## src/pkg/rfc_pkg.sv

```systemverilog
// constants, field layouts and carriers of the control register bank.
// assumes one 250 MHz core clock; users write rfc_pkg::name.
package rfc_pkg;

	// ************************************************************
	// addressing
	// ************************************************************
	localparam int unsigned ADDR_W    = 6;
	localparam int unsigned DATA_W    = 8;
	localparam int unsigned NUM_REGS  = 6;
	localparam logic [5:0]  ADDR_DSC  = 6'h00;
	localparam logic [5:0]  ADDR_PSEL = 6'h01;
	localparam logic [5:0]  ADDR_TXO  = 6'h02;
	localparam logic [5:0]  ADDR_RXO  = 6'h03;
	localparam logic [5:0]  ADDR_CTH  = 6'h04;
	localparam logic [5:0]  ADDR_CTL  = 6'h05;
	localparam logic [5:0]  ADDR_LAST = ADDR_CTL;

	// ************************************************************
	// serial command byte: bits 7:6 select the access, 5:0 the address
	// ************************************************************
	localparam logic [1:0] CMD_WRITE = 2'h0;
	localparam logic [1:0] CMD_READ  = 2'h1;
	localparam int unsigned CMD_HI   = 7;
	localparam int unsigned CMD_LO   = 6;
	localparam logic [2:0] BIT_LAST  = 3'h7; // bit counter value of the eighth bit

	// ************************************************************
	// reset values and writable masks (reserved bits store nothing)
	// ************************************************************
	localparam logic [7:0] RST_DSC  = 8'h00;
	localparam logic [7:0] RST_PSEL = 8'h00;
	localparam logic [7:0] RST_TXO  = 8'h32;
	localparam logic [7:0] RST_RXO  = 8'hCA;
	localparam logic [7:0] RST_CTH  = 8'h02;
	localparam logic [7:0] RST_CTL  = 8'h9B;
	localparam logic [7:0] MSK_DSC  = 8'h87;
	localparam logic [7:0] MSK_PSEL = 8'hF7;
	localparam logic [7:0] MSK_TXO  = 8'h37;
	localparam logic [7:0] MSK_RXO  = 8'hFF;
	localparam logic [7:0] MSK_CTH  = 8'hEF;
	localparam logic [7:0] MSK_CTL  = 8'hFF;

	// ************************************************************
	// field positions
	// ************************************************************
	localparam int unsigned DSC_STBY = 7, DSC_AGC = 2, DSC_REC = 1, DSC_RF = 0;
	localparam int unsigned PS_CRCN = 7, PS_RAW = 6, PS_AA_HI = 5, PS_AA_LO = 4;
	localparam int unsigned PS_PR_HI = 2, PS_PR_LO = 0;
	localparam int unsigned TX_ONE_HI = 5, TX_ONE_LO = 4, TX_TARI_HI = 2, TX_TARI_LO = 0;
	localparam int unsigned LINK_FREQUENCY_SELECT_HI = 7, LINK_FREQUENCY_SELECT_LO = 4, RX_PRE = 3, RX_COD_HI = 2, RX_COD_LO = 0;
	localparam int unsigned CT_LOWSUP = 7, CT_GAIN2 = 6, CT_GAIN15 = 5, CT_HI_HI = 3, CT_HI_LO = 0;

	// ************************************************************
	// field codes
	// ************************************************************
	localparam logic [1:0] AA_NONE = 2'h0, AA_ACK = 2'h1, AA_ACK_REQRN = 2'h2;
	localparam logic [2:0] PROT_GEN2 = 3'h0, PROT_DIRECT = 3'h1;
	localparam logic [2:0] TARI_6US25 = 3'h0, TARI_12US5 = 3'h1, TARI_25US = 3'h2;
	localparam logic [3:0] LF_40 = 4'h0, LF_160 = 4'h6, LF_250 = 4'h9, LF_320 = 4'hC, LF_640 = 4'hF;
	localparam logic [2:0] COD_FM0 = 3'h0, COD_M2 = 3'h1, COD_M4 = 3'h2, COD_M8 = 3'h3;

	// ************************************************************
	// decoded figures and timing
	// ************************************************************
	localparam int unsigned CLK_PERIOD_PS = 4000;   // 250 MHz
	localparam int unsigned TRCAL_STEP_PS = 100000; // 0.1 us per count
	localparam int unsigned TRCAL_STEP_CYCLES = TRCAL_STEP_PS / CLK_PERIOD_PS;
	localparam logic [15:0] TARI_NS_A = 16'h186A; // 6250 ns
	localparam logic [15:0] TARI_NS_B = 16'h30D4; // 12500 ns
	localparam logic [15:0] TARI_NS_C = 16'h61A8; // 25000 ns
	localparam logic [7:0]  ONE_PCT_0 = 8'h96, ONE_PCT_1 = 8'hA6, ONE_PCT_2 = 8'hB7, ONE_PCT_3 = 8'hC8;
	localparam logic [9:0]  KHZ_40 = 10'h028, KHZ_160 = 10'h0A0, KHZ_250 = 10'h0FA;
	localparam logic [9:0]  KHZ_320 = 10'h140, KHZ_640 = 10'h280;

	// ************************************************************
	// carrier types
	// ************************************************************
	typedef struct packed {
		logic cs_n;
		logic sclk;
		logic mosi;
		logic en;
	} rfc_pins_s;

	typedef struct packed {
		logic        standby;
		logic        agc_enable;
		logic        receiver_enable;
		logic        field_and_receiver_enable;
		logic        crc_bypass;
		logic        raw_decoder_mode;
		logic [1:0]  auto_acknowledge_mode;
		logic [2:0]  protocol;
		logic [1:0]  tx_data_one_length;
		logic [2:0]  tari_code;
		logic [3:0]  link_frequency_select;
		logic        long_preamble;
		logic [2:0]  rx_coding;
		logic [11:0] calibration_time;
		logic        low_supply_phase_adapt;
		logic        indicator_gain_double;
		logic        indicator_gain_one_half_extra;
	} rfc_ctrl_s;

	typedef struct packed {
		logic [15:0] tari_ns;
		logic [7:0]  data_one_pct;
		logic [9:0]  link_freq_khz;
		logic [16:0] calibration_cycles;
	} rfc_decoded_s;

	// reset value of a register by index
	function automatic logic [7:0] rfc_reset_value(input logic [5:0] a);
		unique case (a)
			ADDR_DSC:  return RST_DSC;
			ADDR_PSEL: return RST_PSEL;
			ADDR_TXO:  return RST_TXO;
			ADDR_RXO:  return RST_RXO;
			ADDR_CTH:  return RST_CTH;
			default:   return RST_CTL;
		endcase
	endfunction

	// bits that a write may change, by index
	function automatic logic [7:0] rfc_write_mask(input logic [5:0] a);
		unique case (a)
			ADDR_DSC:  return MSK_DSC;
			ADDR_PSEL: return MSK_PSEL;
			ADDR_TXO:  return MSK_TXO;
			ADDR_RXO:  return MSK_RXO;
			ADDR_CTH:  return MSK_CTH;
			default:   return MSK_CTL;
		endcase
	endfunction

endpackage

```

## src/core/rfc_pin_sync.sv

```systemverilog
// two-flop synchroniser for the pin inputs.
// assumes pins asynchronous to ref_clk_i; the reset value is a constant.
module rfc_pin_sync #(
	parameter int unsigned             W       = 4,
	parameter logic        [W-1:0]     RST_VAL = '0
) (
	input  wire logic         ref_clk_i, // core clock
	input  wire logic         arst_n_i,  // async reset, active low
	input  wire logic [W-1:0] async_i,   // raw pin levels
	output logic      [W-1:0] sync_o     // levels safe to use in the core domain
);

	logic [W-1:0] meta_q;

	// the first stage feeds only the second stage
	always_ff @(posedge ref_clk_i or negedge arst_n_i) begin
		if (!arst_n_i) begin
			meta_q <= RST_VAL;
			sync_o <= RST_VAL;
		end else begin
			meta_q <= async_i;
			sync_o <= meta_q;
		end
	end

endmodule

```

## src/core/rfc_spi_shift.sv

```systemverilog
// serial byte engine: samples mosi on sclk falling edges, drives miso on
// rising edges, msb first. assumes synchronised inputs, sclk idle low.
module rfc_spi_shift (
	input  wire logic       ref_clk_i,    // core clock
	input  wire logic       arst_n_i,     // async reset, active low
	input  wire logic       active_i,     // chip select asserted and enabled
	input  wire logic       sclk_i,       // synchronised serial clock
	input  wire logic       mosi_i,       // synchronised serial data in
	input  wire logic       load_i,       // pulse: take load_byte_i for output
	input  wire logic [7:0] load_byte_i,  // byte to shift out
	output logic            byte_valid_o, // pulse: rx_byte_o complete
	output logic      [7:0] rx_byte_o,    // last received byte
	output logic            miso_o        // serial data out
);

	logic       sclk_q;
	logic [2:0] cnt_q;
	logic [6:0] rx_sh_q;
	logic [7:0] tx_sh_q;
	logic       rise;
	logic       fall;

	assign rise = sclk_i & ~sclk_q;
	assign fall = ~sclk_i & sclk_q;

	// edge history of the serial clock
	always_ff @(posedge ref_clk_i or negedge arst_n_i) begin
		if (!arst_n_i) sclk_q <= 1'b0;
		else           sclk_q <= sclk_i;
	end

	// receive side; the bit count restarts with every frame
	always_ff @(posedge ref_clk_i or negedge arst_n_i) begin
		if (!arst_n_i) begin
			cnt_q        <= 3'h0;
			rx_sh_q      <= 7'h00;
			rx_byte_o    <= 8'h00;
			byte_valid_o <= 1'b0;
		end else begin
			byte_valid_o <= 1'b0;
			if (!active_i) begin
				cnt_q <= 3'h0;
			end else if (fall) begin
				cnt_q   <= cnt_q + 3'h1;
				rx_sh_q <= {rx_sh_q[5:0], mosi_i};
				if (cnt_q == rfc_pkg::BIT_LAST) begin
					rx_byte_o    <= {rx_sh_q, mosi_i};
					byte_valid_o <= 1'b1;
				end
			end
		end
	end

	// transmit side: a loaded byte appears from the next rising edge
	always_ff @(posedge ref_clk_i or negedge arst_n_i) begin
		if (!arst_n_i) begin
			tx_sh_q <= 8'h00;
			miso_o  <= 1'b0;
		end else if (load_i) begin
			tx_sh_q <= load_byte_i;
		end else if (active_i && rise) begin
			miso_o  <= tx_sh_q[7];
			tx_sh_q <= {tx_sh_q[6:0], 1'b0};
		end
	end

endmodule

```

## src/core/rfc_main_regs.sv

```systemverilog
// main control and first configuration registers, reached over the serial port.
// assumes pins asynchronous to ref_clk_i and an sclk at most 1/16 of it.
//
// Notes on behaviour
// registers hold defaults while enable pin low
// status bit 7 selects standby mode
// status bit 2 switches gain control on
// status bit 1 enables the receiver
// status bit 0 enables field and receiver
// protocol bit 7 skips receive crc check
// protocol bit 6 disables decoding automatics
// auto acknowledge field bits 5:4, 11 forbidden
// protocol field 000 gen2, 001 direct decoder
// data-one length 1.50 to 2.00 times tari
// tari codes 6.25, 12.5, 25 us
// link frequency codes 40 to 640 kHz
// long preamble bit; short needs miller 4/8
// coding field fm0, miller 2, 4, 8
// twelve-bit calibration time in 0.1 us steps
// high bit 7 adapts phase shifter low supply
// high bits 6,5 give indicator gain 2x/1.5x
// six-bit addresses, read and write serially
// host writes zero to reserved bits
module rfc_main_regs (
	input  wire logic                 ref_clk_i,     // core clock, 250 MHz
	input  wire logic                 arst_n_i,      // async reset, active low
	input  wire logic                 en_i,          // chip enable pin, high = run
	input  wire logic                 spi_cs_n_i,    // serial chip select, active low
	input  wire logic                 spi_sclk_i,    // serial clock, idle low
	input  wire logic                 spi_mosi_i,    // serial data from host
	output logic                      spi_miso_o,    // serial data to host
	output logic                      spi_miso_oe_o, // high while miso is driven
	output rfc_pkg::rfc_ctrl_s        ctrl_o,        // register fields to the core
	output rfc_pkg::rfc_decoded_s     decoded_o,     // fields turned into figures
	output logic                      cfg_error_o    // a forbidden code is stored
);

	// ************************************************************
	// pin synchronisation
	// ************************************************************
	localparam rfc_pkg::rfc_pins_s PINS_IDLE = '{cs_n: 1'b1, sclk: 1'b0, mosi: 1'b0, en: 1'b0};

	rfc_pkg::rfc_pins_s pins_raw;
	rfc_pkg::rfc_pins_s pins_s;

	assign pins_raw = '{cs_n: spi_cs_n_i, sclk: spi_sclk_i, mosi: spi_mosi_i, en: en_i};

	rfc_pin_sync #(
		.W       ($bits(rfc_pkg::rfc_pins_s)),
		.RST_VAL (PINS_IDLE)
	) u_sync (
		.ref_clk_i (ref_clk_i),
		.arst_n_i  (arst_n_i),
		.async_i   (pins_raw),
		.sync_o    (pins_s)
	);

	// ************************************************************
	// serial byte engine
	// ************************************************************
	logic       active;
	logic       byte_valid;
	logic [7:0] rx_byte;
	logic       load;
	logic [7:0] load_byte;

	// a disabled chip ignores the serial port entirely
	assign active = ~pins_s.cs_n & pins_s.en;

	rfc_spi_shift u_shift (
		.ref_clk_i    (ref_clk_i),
		.arst_n_i     (arst_n_i),
		.active_i     (active),
		.sclk_i       (pins_s.sclk),
		.mosi_i       (pins_s.mosi),
		.load_i       (load),
		.load_byte_i  (load_byte),
		.byte_valid_o (byte_valid),
		.rx_byte_o    (rx_byte),
		.miso_o       (spi_miso_o)
	);

	// ************************************************************
	// frame sequencer
	// ************************************************************
	typedef enum logic [1:0] {
		ST_IDLE,
		ST_CMD,
		ST_WRITE,
		ST_READ
	} rfc_state_e;

	rfc_state_e                    state_q;
	logic [rfc_pkg::ADDR_W-1:0]    addr_q;
	logic [rfc_pkg::DATA_W-1:0]    regs_q [rfc_pkg::NUM_REGS];
	logic                          wr_en;
	logic [rfc_pkg::ADDR_W-1:0]    wr_addr;
	logic [rfc_pkg::ADDR_W-1:0]    rd_addr;

	// reads zero outside this bank
	function automatic logic [7:0] read_reg(input logic [5:0] a,
	                                        input logic [7:0] r [rfc_pkg::NUM_REGS]);
		unique case (a)
			rfc_pkg::ADDR_DSC:  return r[0];
			rfc_pkg::ADDR_PSEL: return r[1];
			rfc_pkg::ADDR_TXO:  return r[2];
			rfc_pkg::ADDR_RXO:  return r[3];
			rfc_pkg::ADDR_CTH:  return r[4];
			rfc_pkg::ADDR_CTL:  return r[5];
			default:            return 8'h00;
		endcase
	endfunction

	// command byte carries the address; later bytes go to successive addresses
	assign rd_addr = (state_q == ST_CMD) ? rx_byte[rfc_pkg::ADDR_W-1:0] : addr_q;
	assign load    = byte_valid && (((state_q == ST_CMD) &&
	                 (rx_byte[rfc_pkg::CMD_HI:rfc_pkg::CMD_LO] == rfc_pkg::CMD_READ)) ||
	                 (state_q == ST_READ));
	assign load_byte = read_reg(rd_addr, regs_q);
	assign wr_en   = byte_valid && (state_q == ST_WRITE);
	assign wr_addr = addr_q;

	// state and address pointer; the pointer wraps within six bits
	always_ff @(posedge ref_clk_i or negedge arst_n_i) begin
		if (!arst_n_i) begin
			state_q <= ST_IDLE;
			addr_q  <= '0;
		end else if (!active) begin
			state_q <= ST_CMD;
		end else begin
			unique case (state_q)
				// held until the frame ends
				ST_IDLE: begin
					state_q <= ST_IDLE;
				end
				ST_CMD: begin
					if (byte_valid) begin
						addr_q <= rx_byte[rfc_pkg::ADDR_W-1:0];
						if (rx_byte[rfc_pkg::CMD_HI:rfc_pkg::CMD_LO] == rfc_pkg::CMD_WRITE)
							state_q <= ST_WRITE;
						else if (rx_byte[rfc_pkg::CMD_HI:rfc_pkg::CMD_LO] == rfc_pkg::CMD_READ) begin
							state_q <= ST_READ;
							addr_q  <= rx_byte[rfc_pkg::ADDR_W-1:0] + 6'h01;
						end else
							state_q <= ST_IDLE; // unknown access: ignore the rest of the frame
					end
				end
				ST_WRITE: begin
					if (byte_valid) addr_q <= addr_q + 6'h01;
				end
				ST_READ: begin
					if (byte_valid) addr_q <= addr_q + 6'h01;
				end
			endcase
		end
	end

	// miso is only driven during a read frame
	always_ff @(posedge ref_clk_i or negedge arst_n_i) begin
		if (!arst_n_i)                            spi_miso_oe_o <= 1'b0;
		else if (!active)                         spi_miso_oe_o <= 1'b0;
		else if (load && (state_q == ST_CMD))     spi_miso_oe_o <= 1'b1;
	end

	// ************************************************************
	// register storage
	// ************************************************************
	// defaults are forced while the enable pin is low, so a chip wakes with them
	always_ff @(posedge ref_clk_i or negedge arst_n_i) begin
		if (!arst_n_i) begin
			for (int i = 0; i < rfc_pkg::NUM_REGS; i++)
				regs_q[i] <= rfc_pkg::rfc_reset_value(6'(i));
		end else if (!pins_s.en) begin
			for (int i = 0; i < rfc_pkg::NUM_REGS; i++)
				regs_q[i] <= rfc_pkg::rfc_reset_value(6'(i));
		end else if (wr_en && (wr_addr <= rfc_pkg::ADDR_LAST)) begin
			// reserved bits are dropped, so they read zero whatever the host sent
			regs_q[wr_addr[2:0]] <= rx_byte & rfc_pkg::rfc_write_mask(wr_addr);
		end
	end

	// ************************************************************
	// field extraction
	// ************************************************************
	rfc_pkg::rfc_ctrl_s    ctrl_d;
	rfc_pkg::rfc_decoded_s dec_d;
	logic                  err_d;

	always_comb begin
		ctrl_d.standby                   = regs_q[0][rfc_pkg::DSC_STBY];
		ctrl_d.agc_enable                = regs_q[0][rfc_pkg::DSC_AGC];
		// receiver runs when asked directly or together with the field
		ctrl_d.receiver_enable           = regs_q[0][rfc_pkg::DSC_REC] |
		                                   regs_q[0][rfc_pkg::DSC_RF];
		ctrl_d.field_and_receiver_enable = regs_q[0][rfc_pkg::DSC_RF];
		ctrl_d.crc_bypass                = regs_q[1][rfc_pkg::PS_CRCN];
		ctrl_d.raw_decoder_mode          = regs_q[1][rfc_pkg::PS_RAW];
		ctrl_d.auto_acknowledge_mode     = regs_q[1][rfc_pkg::PS_AA_HI:rfc_pkg::PS_AA_LO];
		ctrl_d.protocol                  = regs_q[1][rfc_pkg::PS_PR_HI:rfc_pkg::PS_PR_LO];
		ctrl_d.tx_data_one_length        = regs_q[2][rfc_pkg::TX_ONE_HI:rfc_pkg::TX_ONE_LO];
		ctrl_d.tari_code                 = regs_q[2][rfc_pkg::TX_TARI_HI:rfc_pkg::TX_TARI_LO];
		ctrl_d.link_frequency_select     = regs_q[3][rfc_pkg::LINK_FREQUENCY_SELECT_HI:rfc_pkg::LINK_FREQUENCY_SELECT_LO];
		ctrl_d.long_preamble             = regs_q[3][rfc_pkg::RX_PRE];
		ctrl_d.rx_coding                 = regs_q[3][rfc_pkg::RX_COD_HI:rfc_pkg::RX_COD_LO];
		ctrl_d.calibration_time          = {regs_q[4][rfc_pkg::CT_HI_HI:rfc_pkg::CT_HI_LO],
		                                    regs_q[5]};
		ctrl_d.low_supply_phase_adapt    = regs_q[4][rfc_pkg::CT_LOWSUP];
		ctrl_d.indicator_gain_double     = regs_q[4][rfc_pkg::CT_GAIN2];
		ctrl_d.indicator_gain_one_half_extra = regs_q[4][rfc_pkg::CT_GAIN15];
	end

	// ************************************************************
	// decoding into figures and checking for forbidden codes
	// ************************************************************
	// forbidden codes reach ctrl_o unchanged; cfg_error_o shows them to firmware
	always_comb begin
		err_d = 1'b0;
		unique case (ctrl_d.tx_data_one_length)
			2'h0:    dec_d.data_one_pct = rfc_pkg::ONE_PCT_0;
			2'h1:    dec_d.data_one_pct = rfc_pkg::ONE_PCT_1;
			2'h2:    dec_d.data_one_pct = rfc_pkg::ONE_PCT_2;
			default: dec_d.data_one_pct = rfc_pkg::ONE_PCT_3;
		endcase
		unique case (ctrl_d.tari_code)
			rfc_pkg::TARI_6US25: dec_d.tari_ns = rfc_pkg::TARI_NS_A;
			rfc_pkg::TARI_12US5: dec_d.tari_ns = rfc_pkg::TARI_NS_B;
			rfc_pkg::TARI_25US:  dec_d.tari_ns = rfc_pkg::TARI_NS_C;
			default: begin
				dec_d.tari_ns = 16'h0000;
				err_d         = 1'b1;
			end
		endcase
		unique case (ctrl_d.link_frequency_select)
			rfc_pkg::LF_40:  dec_d.link_freq_khz = rfc_pkg::KHZ_40;
			rfc_pkg::LF_160: dec_d.link_freq_khz = rfc_pkg::KHZ_160;
			rfc_pkg::LF_250: dec_d.link_freq_khz = rfc_pkg::KHZ_250;
			rfc_pkg::LF_320: dec_d.link_freq_khz = rfc_pkg::KHZ_320;
			rfc_pkg::LF_640: dec_d.link_freq_khz = rfc_pkg::KHZ_640;
			default: begin
				dec_d.link_freq_khz = 10'h000;
				err_d               = 1'b1;
			end
		endcase
		// calibration count: 0.1 us steps expressed in core clock cycles
		dec_d.calibration_cycles = 17'(ctrl_d.calibration_time * rfc_pkg::TRCAL_STEP_CYCLES);
		if (ctrl_d.auto_acknowledge_mode > rfc_pkg::AA_ACK_REQRN) err_d = 1'b1;
		if (ctrl_d.protocol > rfc_pkg::PROT_DIRECT)               err_d = 1'b1;
		if (ctrl_d.rx_coding > rfc_pkg::COD_M8)                   err_d = 1'b1;
		// short preamble only with miller 4 or miller 8
		if (!ctrl_d.long_preamble && (ctrl_d.rx_coding != rfc_pkg::COD_M4) &&
		    (ctrl_d.rx_coding != rfc_pkg::COD_M8))                err_d = 1'b1;
	end

	// ************************************************************
	// output registers
	// ************************************************************
	// registered for glitch-free levels, at the price of one cycle of lag
	always_ff @(posedge ref_clk_i or negedge arst_n_i) begin
		if (!arst_n_i) begin
			ctrl_o      <= '0;
			decoded_o   <= '0;
			cfg_error_o <= 1'b0;
		end else begin
			ctrl_o      <= ctrl_d;
			decoded_o   <= dec_d;
			cfg_error_o <= err_d;
		end
	end

endmodule

```

## config.mk

```make
export PLATFORM = sky130hd
export DESIGN_NAME = rfc_main_regs
export DESIGN_NICKNAME = d
export VERILOG_FILES = /design/src/pkg/rfc_pkg.sv /design/src/core/rfc_pin_sync.sv /design/src/core/rfc_spi_shift.sv /design/src/core/rfc_main_regs.sv
export SDC_FILE = /design/constraint.sdc
export NUM_CORES = 1
export LEC_CHECK = 0
export BUFFER_PORTS_ARGS = -buffer_cell sky130_fd_sc_hd__clkbuf_2
export CORE_ASPECT_RATIO = 1.25
export CORE_MARGIN = 2
export CORE_UTILIZATION = 53
export CTS_BUF_LIST = sky130_fd_sc_hd__clkbuf_2
export DETAILED_ROUTE_END_ITERATION = 12
export GPL_TIMING_DRIVEN = 1
export PLACE_DENSITY = 0.74
export SETUP_SLACK_MARGIN = 0.4
export SYNTH_ARGS = -nofsm -noshare
export SYNTH_HDL_FRONTEND = slang
export SYNTH_SLANG_ARGS = --single-unit
```

## constraint.sdc

```tcl
create_clock -name ref_clk_i -period 3.8 [get_ports ref_clk_i]
set_clock_uncertainty 0.05 [all_clocks]
set_input_delay 0 -clock ref_clk_i [delete_from_list [all_inputs] [get_ports ref_clk_i]]
set_output_delay 0 -clock ref_clk_i [all_outputs]
set_load 0.01 [all_outputs]
```

# Word level (Yosys, flattened, before mapping)
# Cells that the tools add are included.
# classes
bitwise_logic	10
muxes	38
magnitude_cmp	6
n_addsub	3
n_eq_ne	30
reduce_logical	28
n_mul	1
# ops
operator	n
48-bit 2-to-1 mux	2
10-bit one-hot mux with 5 select lines	1
48-bit bitwise mux	1
8-bit one-hot mux with 6 select lines	1
15-bit one-hot mux with 3 select lines	1
8-bit 2-to-1 mux	5
8-bit one-hot mux with 4 select lines	1
6-bit 2-to-1 mux	5
8-bit demux with 3-bit select	1
7-bit one-hot mux with 3 select lines	1
6-bit by 2-bit == test with 1-bit output (second input constant)	3
6-bit by 3-bit == test with 1-bit output (second input constant)	3
12-bit by 5-bit multiplier with 17-bit output (second input constant)	1
6-bit by 1-bit adder with 6-bit output (second input constant)	2
4-bit == test (second input constant)	3
6-bit by 1-bit == test with 1-bit output (second input constant)	2
6-bit zero test	2
6-bit one-hot mux with 2 select lines	1
1-bit 2-to-1 mux	11
1-bit logical AND	9
8-bit AND	1
2-bit 2-to-1 mux	4
2-bit by 1-bit == test with 1-bit output (second input constant)	3
2-bit == test (second input constant)	3
other kinds (33)	49
# word_totals
regBits	185
word_cells	156
in_bits	6

# Longest topological paths before layout
# depth
depth_word	9
mapped_depth	12
depth_no_buf	12

# Modules after synthesis
# From an unflattened synthesis, not the netlist that was laid out.
# unflattened
cells_unflattened	659
hier_area_um2	7988.9
# by_module_without_submodules
mod	area_per_inst_um2	instances	cells_each
rfc_main_regs	6548.8	1	557
rfc_spi_shift	1237.4	1	94
rfc_pin_sync	202.7	1	8

# Worst setup path after synthesis
# OpenSTA, ideal clock, no wires.
# synth_path
path_type	reg-to-reg
from	register regs_q (netlist bit ctrl_d[6])
to	register decoded_o[16] (netlist bit)
path_slack_ns	0.844
setup_ns	0.079
path_buffers	0
stages_incl_launch_ff	13
arrival_time_ns	2.827
synth_period_minus_slack_ns	2.956
required_ns	3.671
path_cell_list	dfstp_2 -> ha_1 -> ha_1 -> inv_1 -> fa_1 -> inv_1 -> ha_1 -> nand2_1 -> o211ai_1 -> a21oi_1 -> o21a_1 -> o21ai_0 -> xor2_1
# synth_rtl
element	line_no	rtl
from (decl)	rfc_main_regs.sv:95	logic [rfc_pkg::DATA_W-1:0] regs_q [rfc_pkg::NUM_REGS];
from (signal, indexed assignment)	rfc_main_regs.sv:172	regs_q[i] <= rfc_pkg::rfc_reset_value(6'(i));
from (signal, indexed assignment)	rfc_main_regs.sv:175	regs_q[i] <= rfc_pkg::rfc_reset_value(6'(i));
from (signal, indexed assignment)	rfc_main_regs.sv:178	regs_q[wr_addr[2:0]] <= rx_byte & rfc_pkg::rfc_write_mask(wr_addr);
to (signal assigned)	rfc_main_regs.sv:261	decoded_o <= '0;
to (signal assigned)	rfc_main_regs.sv:265	decoded_o <= dec_d;
to (decl)	rfc_main_regs.sv:34	output rfc_pkg::rfc_decoded_s decoded_o,

==> summary.md <==
| Metric | Value |
|---|---|
| CTS root buffer | `clkbuf_2` |
| Num rows | `49` |
| Initial antenna violation count | `1` |
| Dominant synthesized flop cell | `dfrtp_1` |
| Yosys warns | `0` |
| CTS Buffer Depth | `2` |
| WS Path Type | `reg -> reg` |
| FF+latch count, synth | `167` |
| Final setup fails | `0` |
| Mapped Cells | `655` |
| Power Density | `328 nW/µm²` |
| Number of flops mapped to enable cells by yosys | `0` |
| Clock Sinks | `167` |
| Hold Crit Start | `u_sync.meta_q[3]$_DFF_PN1_` |
| Die H | `140 µm` |
| Crit Reg-Reg Startpoint | `ctrl_d[7]$_DFFE_PN1P_` |
| Core area | `14400 µm²` |
| Layout cells sized above 1 | `0.230` |
| Pre-antenna DRT Iters | `5` |
| Vias | `5174` |
| Tcrit/Tclk final | `0.860` |
| CTS tree | `yes` |
| Layout Cells excl Fill | `937` |
| # DRC | `0` |
| Area contributors post-synth | `dfrtp_1 49%, ha_1 8.3%, mux2i_1 6.2%` |
| WP data arrival | `3870 ps` |
| Hold crit path type | `reg -> reg` |
| VDD IR max | `295 µV` |
| Max-cap viol count | `0` |
| Status | `finished clean` |
| Drt wl/cell | `17.8 µm` |
| GRT Overall Usage | `0.225` |
| Vias in the first global route | `5451` |
| Mapped cell area | `7800 µm²` |
| Sequential fraction of the synthesis area | `0.538` |
| Nets | `810` |
| Synth area leader | `dfrtp_1` |
| P_leak | `4.23 nW` |
| RSZ-0062 raised after global routing | `yes` |
| Total gr overflow | `0` |
| CP required | `4400 ps` |
| Global-route wire length before repair | `27.7 mm` |
| Count leader, synth | `dfrtp_1` |
| Fmax | `306 MHz` |
| Top-level port count | `99` |
| Setup WS pre-CTS | `583 ps` |
| CP endpoint kind | `flop` |
| Largest net degree at the start of global routing | `116` |
| Startpoint Class | `flop` |
| Top post-synthesis cells by count | `152 x dfrtp_1, 65 x nand2_1, 52 x ha_1, 48 x mux2i_1, 38 x nor2_1` |
| Drt initial violations | `485` |
| Min Hold Slack | `288 ps` |
| Dpl hpwl | `12.3 mm` |
| Clock latency on the worst-skew pair | `740 ps` |
| Clk slew on worst S/H paths | `250 ps` |
| Routability cong. | `0.873` |
| Setup TNS | `0 ps` |
| Final hold violations | `0` |
| Chip width | `113 µm` |
| Slew margin rel. | `0.313` |
| Ys async rst share | `1.00` |
| Yosys top cell area share | `0.487` |
| I/O Buffers | `92` |
| Post-synth cell types | `55` |
| DIE AREA | `15700 µm²` |
| Remaining antenna violation count | `0` |
| Max-slew violation count | `0` |
| Placed insts | `894` |
| Mean Syn Cell Area | `11.9 µm²` |
| Synth-to-Final Area Change | `11.0%` |
| Worst setup margin | `530 ps` |
| Crit path from | `ctrl_d[7]$_DFFE_PN1P_` |
| Starting Density | `0.542` |
| Minimum clock period | `3270 ps` |
| Cts bufs inserted | `17` |
| DR vias/cell | `5.52` |
| Worst-path maximum fanout | `6` |
| Worst-margin pin slew | `1030 ps` |
| Total number of H-tree levels | `4` |
| Routed wire length | `16.7 mm` |
[stage by stage]
step                instance area, µm²  total power [mW]  utilization
floorplan                         7820              1.89            -
global placement                  8320              1.93        0.577
detailed placement                8320              1.94        0.577
CTS                               8650              2.87        0.601
global route                      8660              2.96        0.601
finish                            8660              2.84        0.601
[final cells by class]
cell class / instances / area (µm²)
inverter: 30 / 113
fill: 1173 / 5750
clock buffer: 17 / 85.1
multi-input combinational: 421 / 3270
timing repair buffer: 108 / 612
sequential: 167 / 4200
tap: 178 / 223
antenna: 1 / 2.50
clock inverter: 15 / 150
[report_power, final]
group          internal, mW  leakage, nW  switching (mW)
sequential             1.81         2.14          0.0149
combinational        0.0335         1.96          0.0551
clock                 0.303        0.132           0.626
total                  2.14         4.23           0.696
[sequential cells by signal, summed over array words and instances (netlist names)]
| signal | flops |
|---|---|
| state_q | 2 |
| u_sync.meta_q | 4 |
| u_shift.miso_o | 1 |
| u_shift.tx_sh_q | 8 |
| spi_miso_oe_o | 1 |
| cfg_error_o | 1 |
| u_sync.sync_o | 4 |
| ctrl_o | 36 |
| regs_q | 10 |
| u_shift.rx_sh_q | 7 |
| u_shift.rx_byte_o | 8 |
| u_shift.cnt_q | 3 |
| ctrl_d | 38 |
| decoded_o | 36 |
| u_shift.sclk_q | 1 |
| addr_q | 6 |
| u_shift.byte_valid_o | 1 |
[cell families (layout without fill, tap and decap cells)]
family | count (synthesis) | count (layout) | synth area share
buf+inv | 72 | 170 | 0.0449
mux | 72 | 72 | 0.109
fa+ha+maj | 59 | 59 | 0.101
xor+xnor | 19 | 19 | 0.0213
other cells | 2 | 8 | 0.000963
flops | 167 | 167 | 0.538
simple gates | 180 | 180 | 0.113
compound gates | 84 | 84 | 0.0712
[layer usage]
layer	share of wire	vias to the layer above	GRT usage	wire length, µm
met1	0.39	2616	0.260	6530
met2	0.55	124	0.405	9140
met3	0.039	30	0.0492	643
met4	0.023	0	0.0886	376
li1	-	2404	-	-
met5	0	-	0	0
[final timing paths]
path                                                     end  cells after the start  slack, ps
worst min-delay path              u_sync.sync_o[3]$_DFF_PN1_                      0        290
worst max-delay path                 decoded_o[13]$_DFF_PN0_                     12        530
worst max register to register       decoded_o[13]$_DFF_PN0_                     12        530
worst min register to register    u_sync.sync_o[3]$_DFF_PN1_                      0        290
min in group asynchronous              ctrl_d[1]$_DFFE_PN0P_                      3        460
max in group asynchronous       u_shift.cnt_q[1]$_DFFE_PN0P_                      4       2250
[critical path, stage by stage (launching register included)]
cell and delay (ps):
dfstp_2 650, ha_1 250, ha_1 280, inv_1 50, fa_1 500, inv_1 40
ha_1 350, nand3_1 90, nand2_1 50, a31oi_1 250, nand2_1 160, a211oi_1 290
xnor2_1 160
[repair_timing]
item,4_1_cts,5_1_grt
buffers inserted,0,0
gates resized for setup,0,2
hold buffers,10,0
setup endpoints to repair,0,5
hold endpoints to repair,139,0
[layout by cell type, fill, tap and decap left out, types with 7 or more instances in the layout]
cell type / instances
dfrtp_1: 151
clkbuf_2: 108
nand2_1: 65
ha_1: 52
mux2i_1: 48
nor2_1: 38
inv_1: 29
nor2b_1: 26
a21oi_1: 19
mux2_2: 15
dfstp_2: 15
xnor2_1: 12
o21ai_0: 12
nand3_1: 11
a211oi_1: 10
dlygate4sd3_1: 10
a21boi_0: 9
nor3_1: 8
mux4_2: 8
xor2_1: 7
o211ai_1: 7
fa_1: 7
conb_1: 7
No activity file was read; power rests on OpenSTA's default activity.
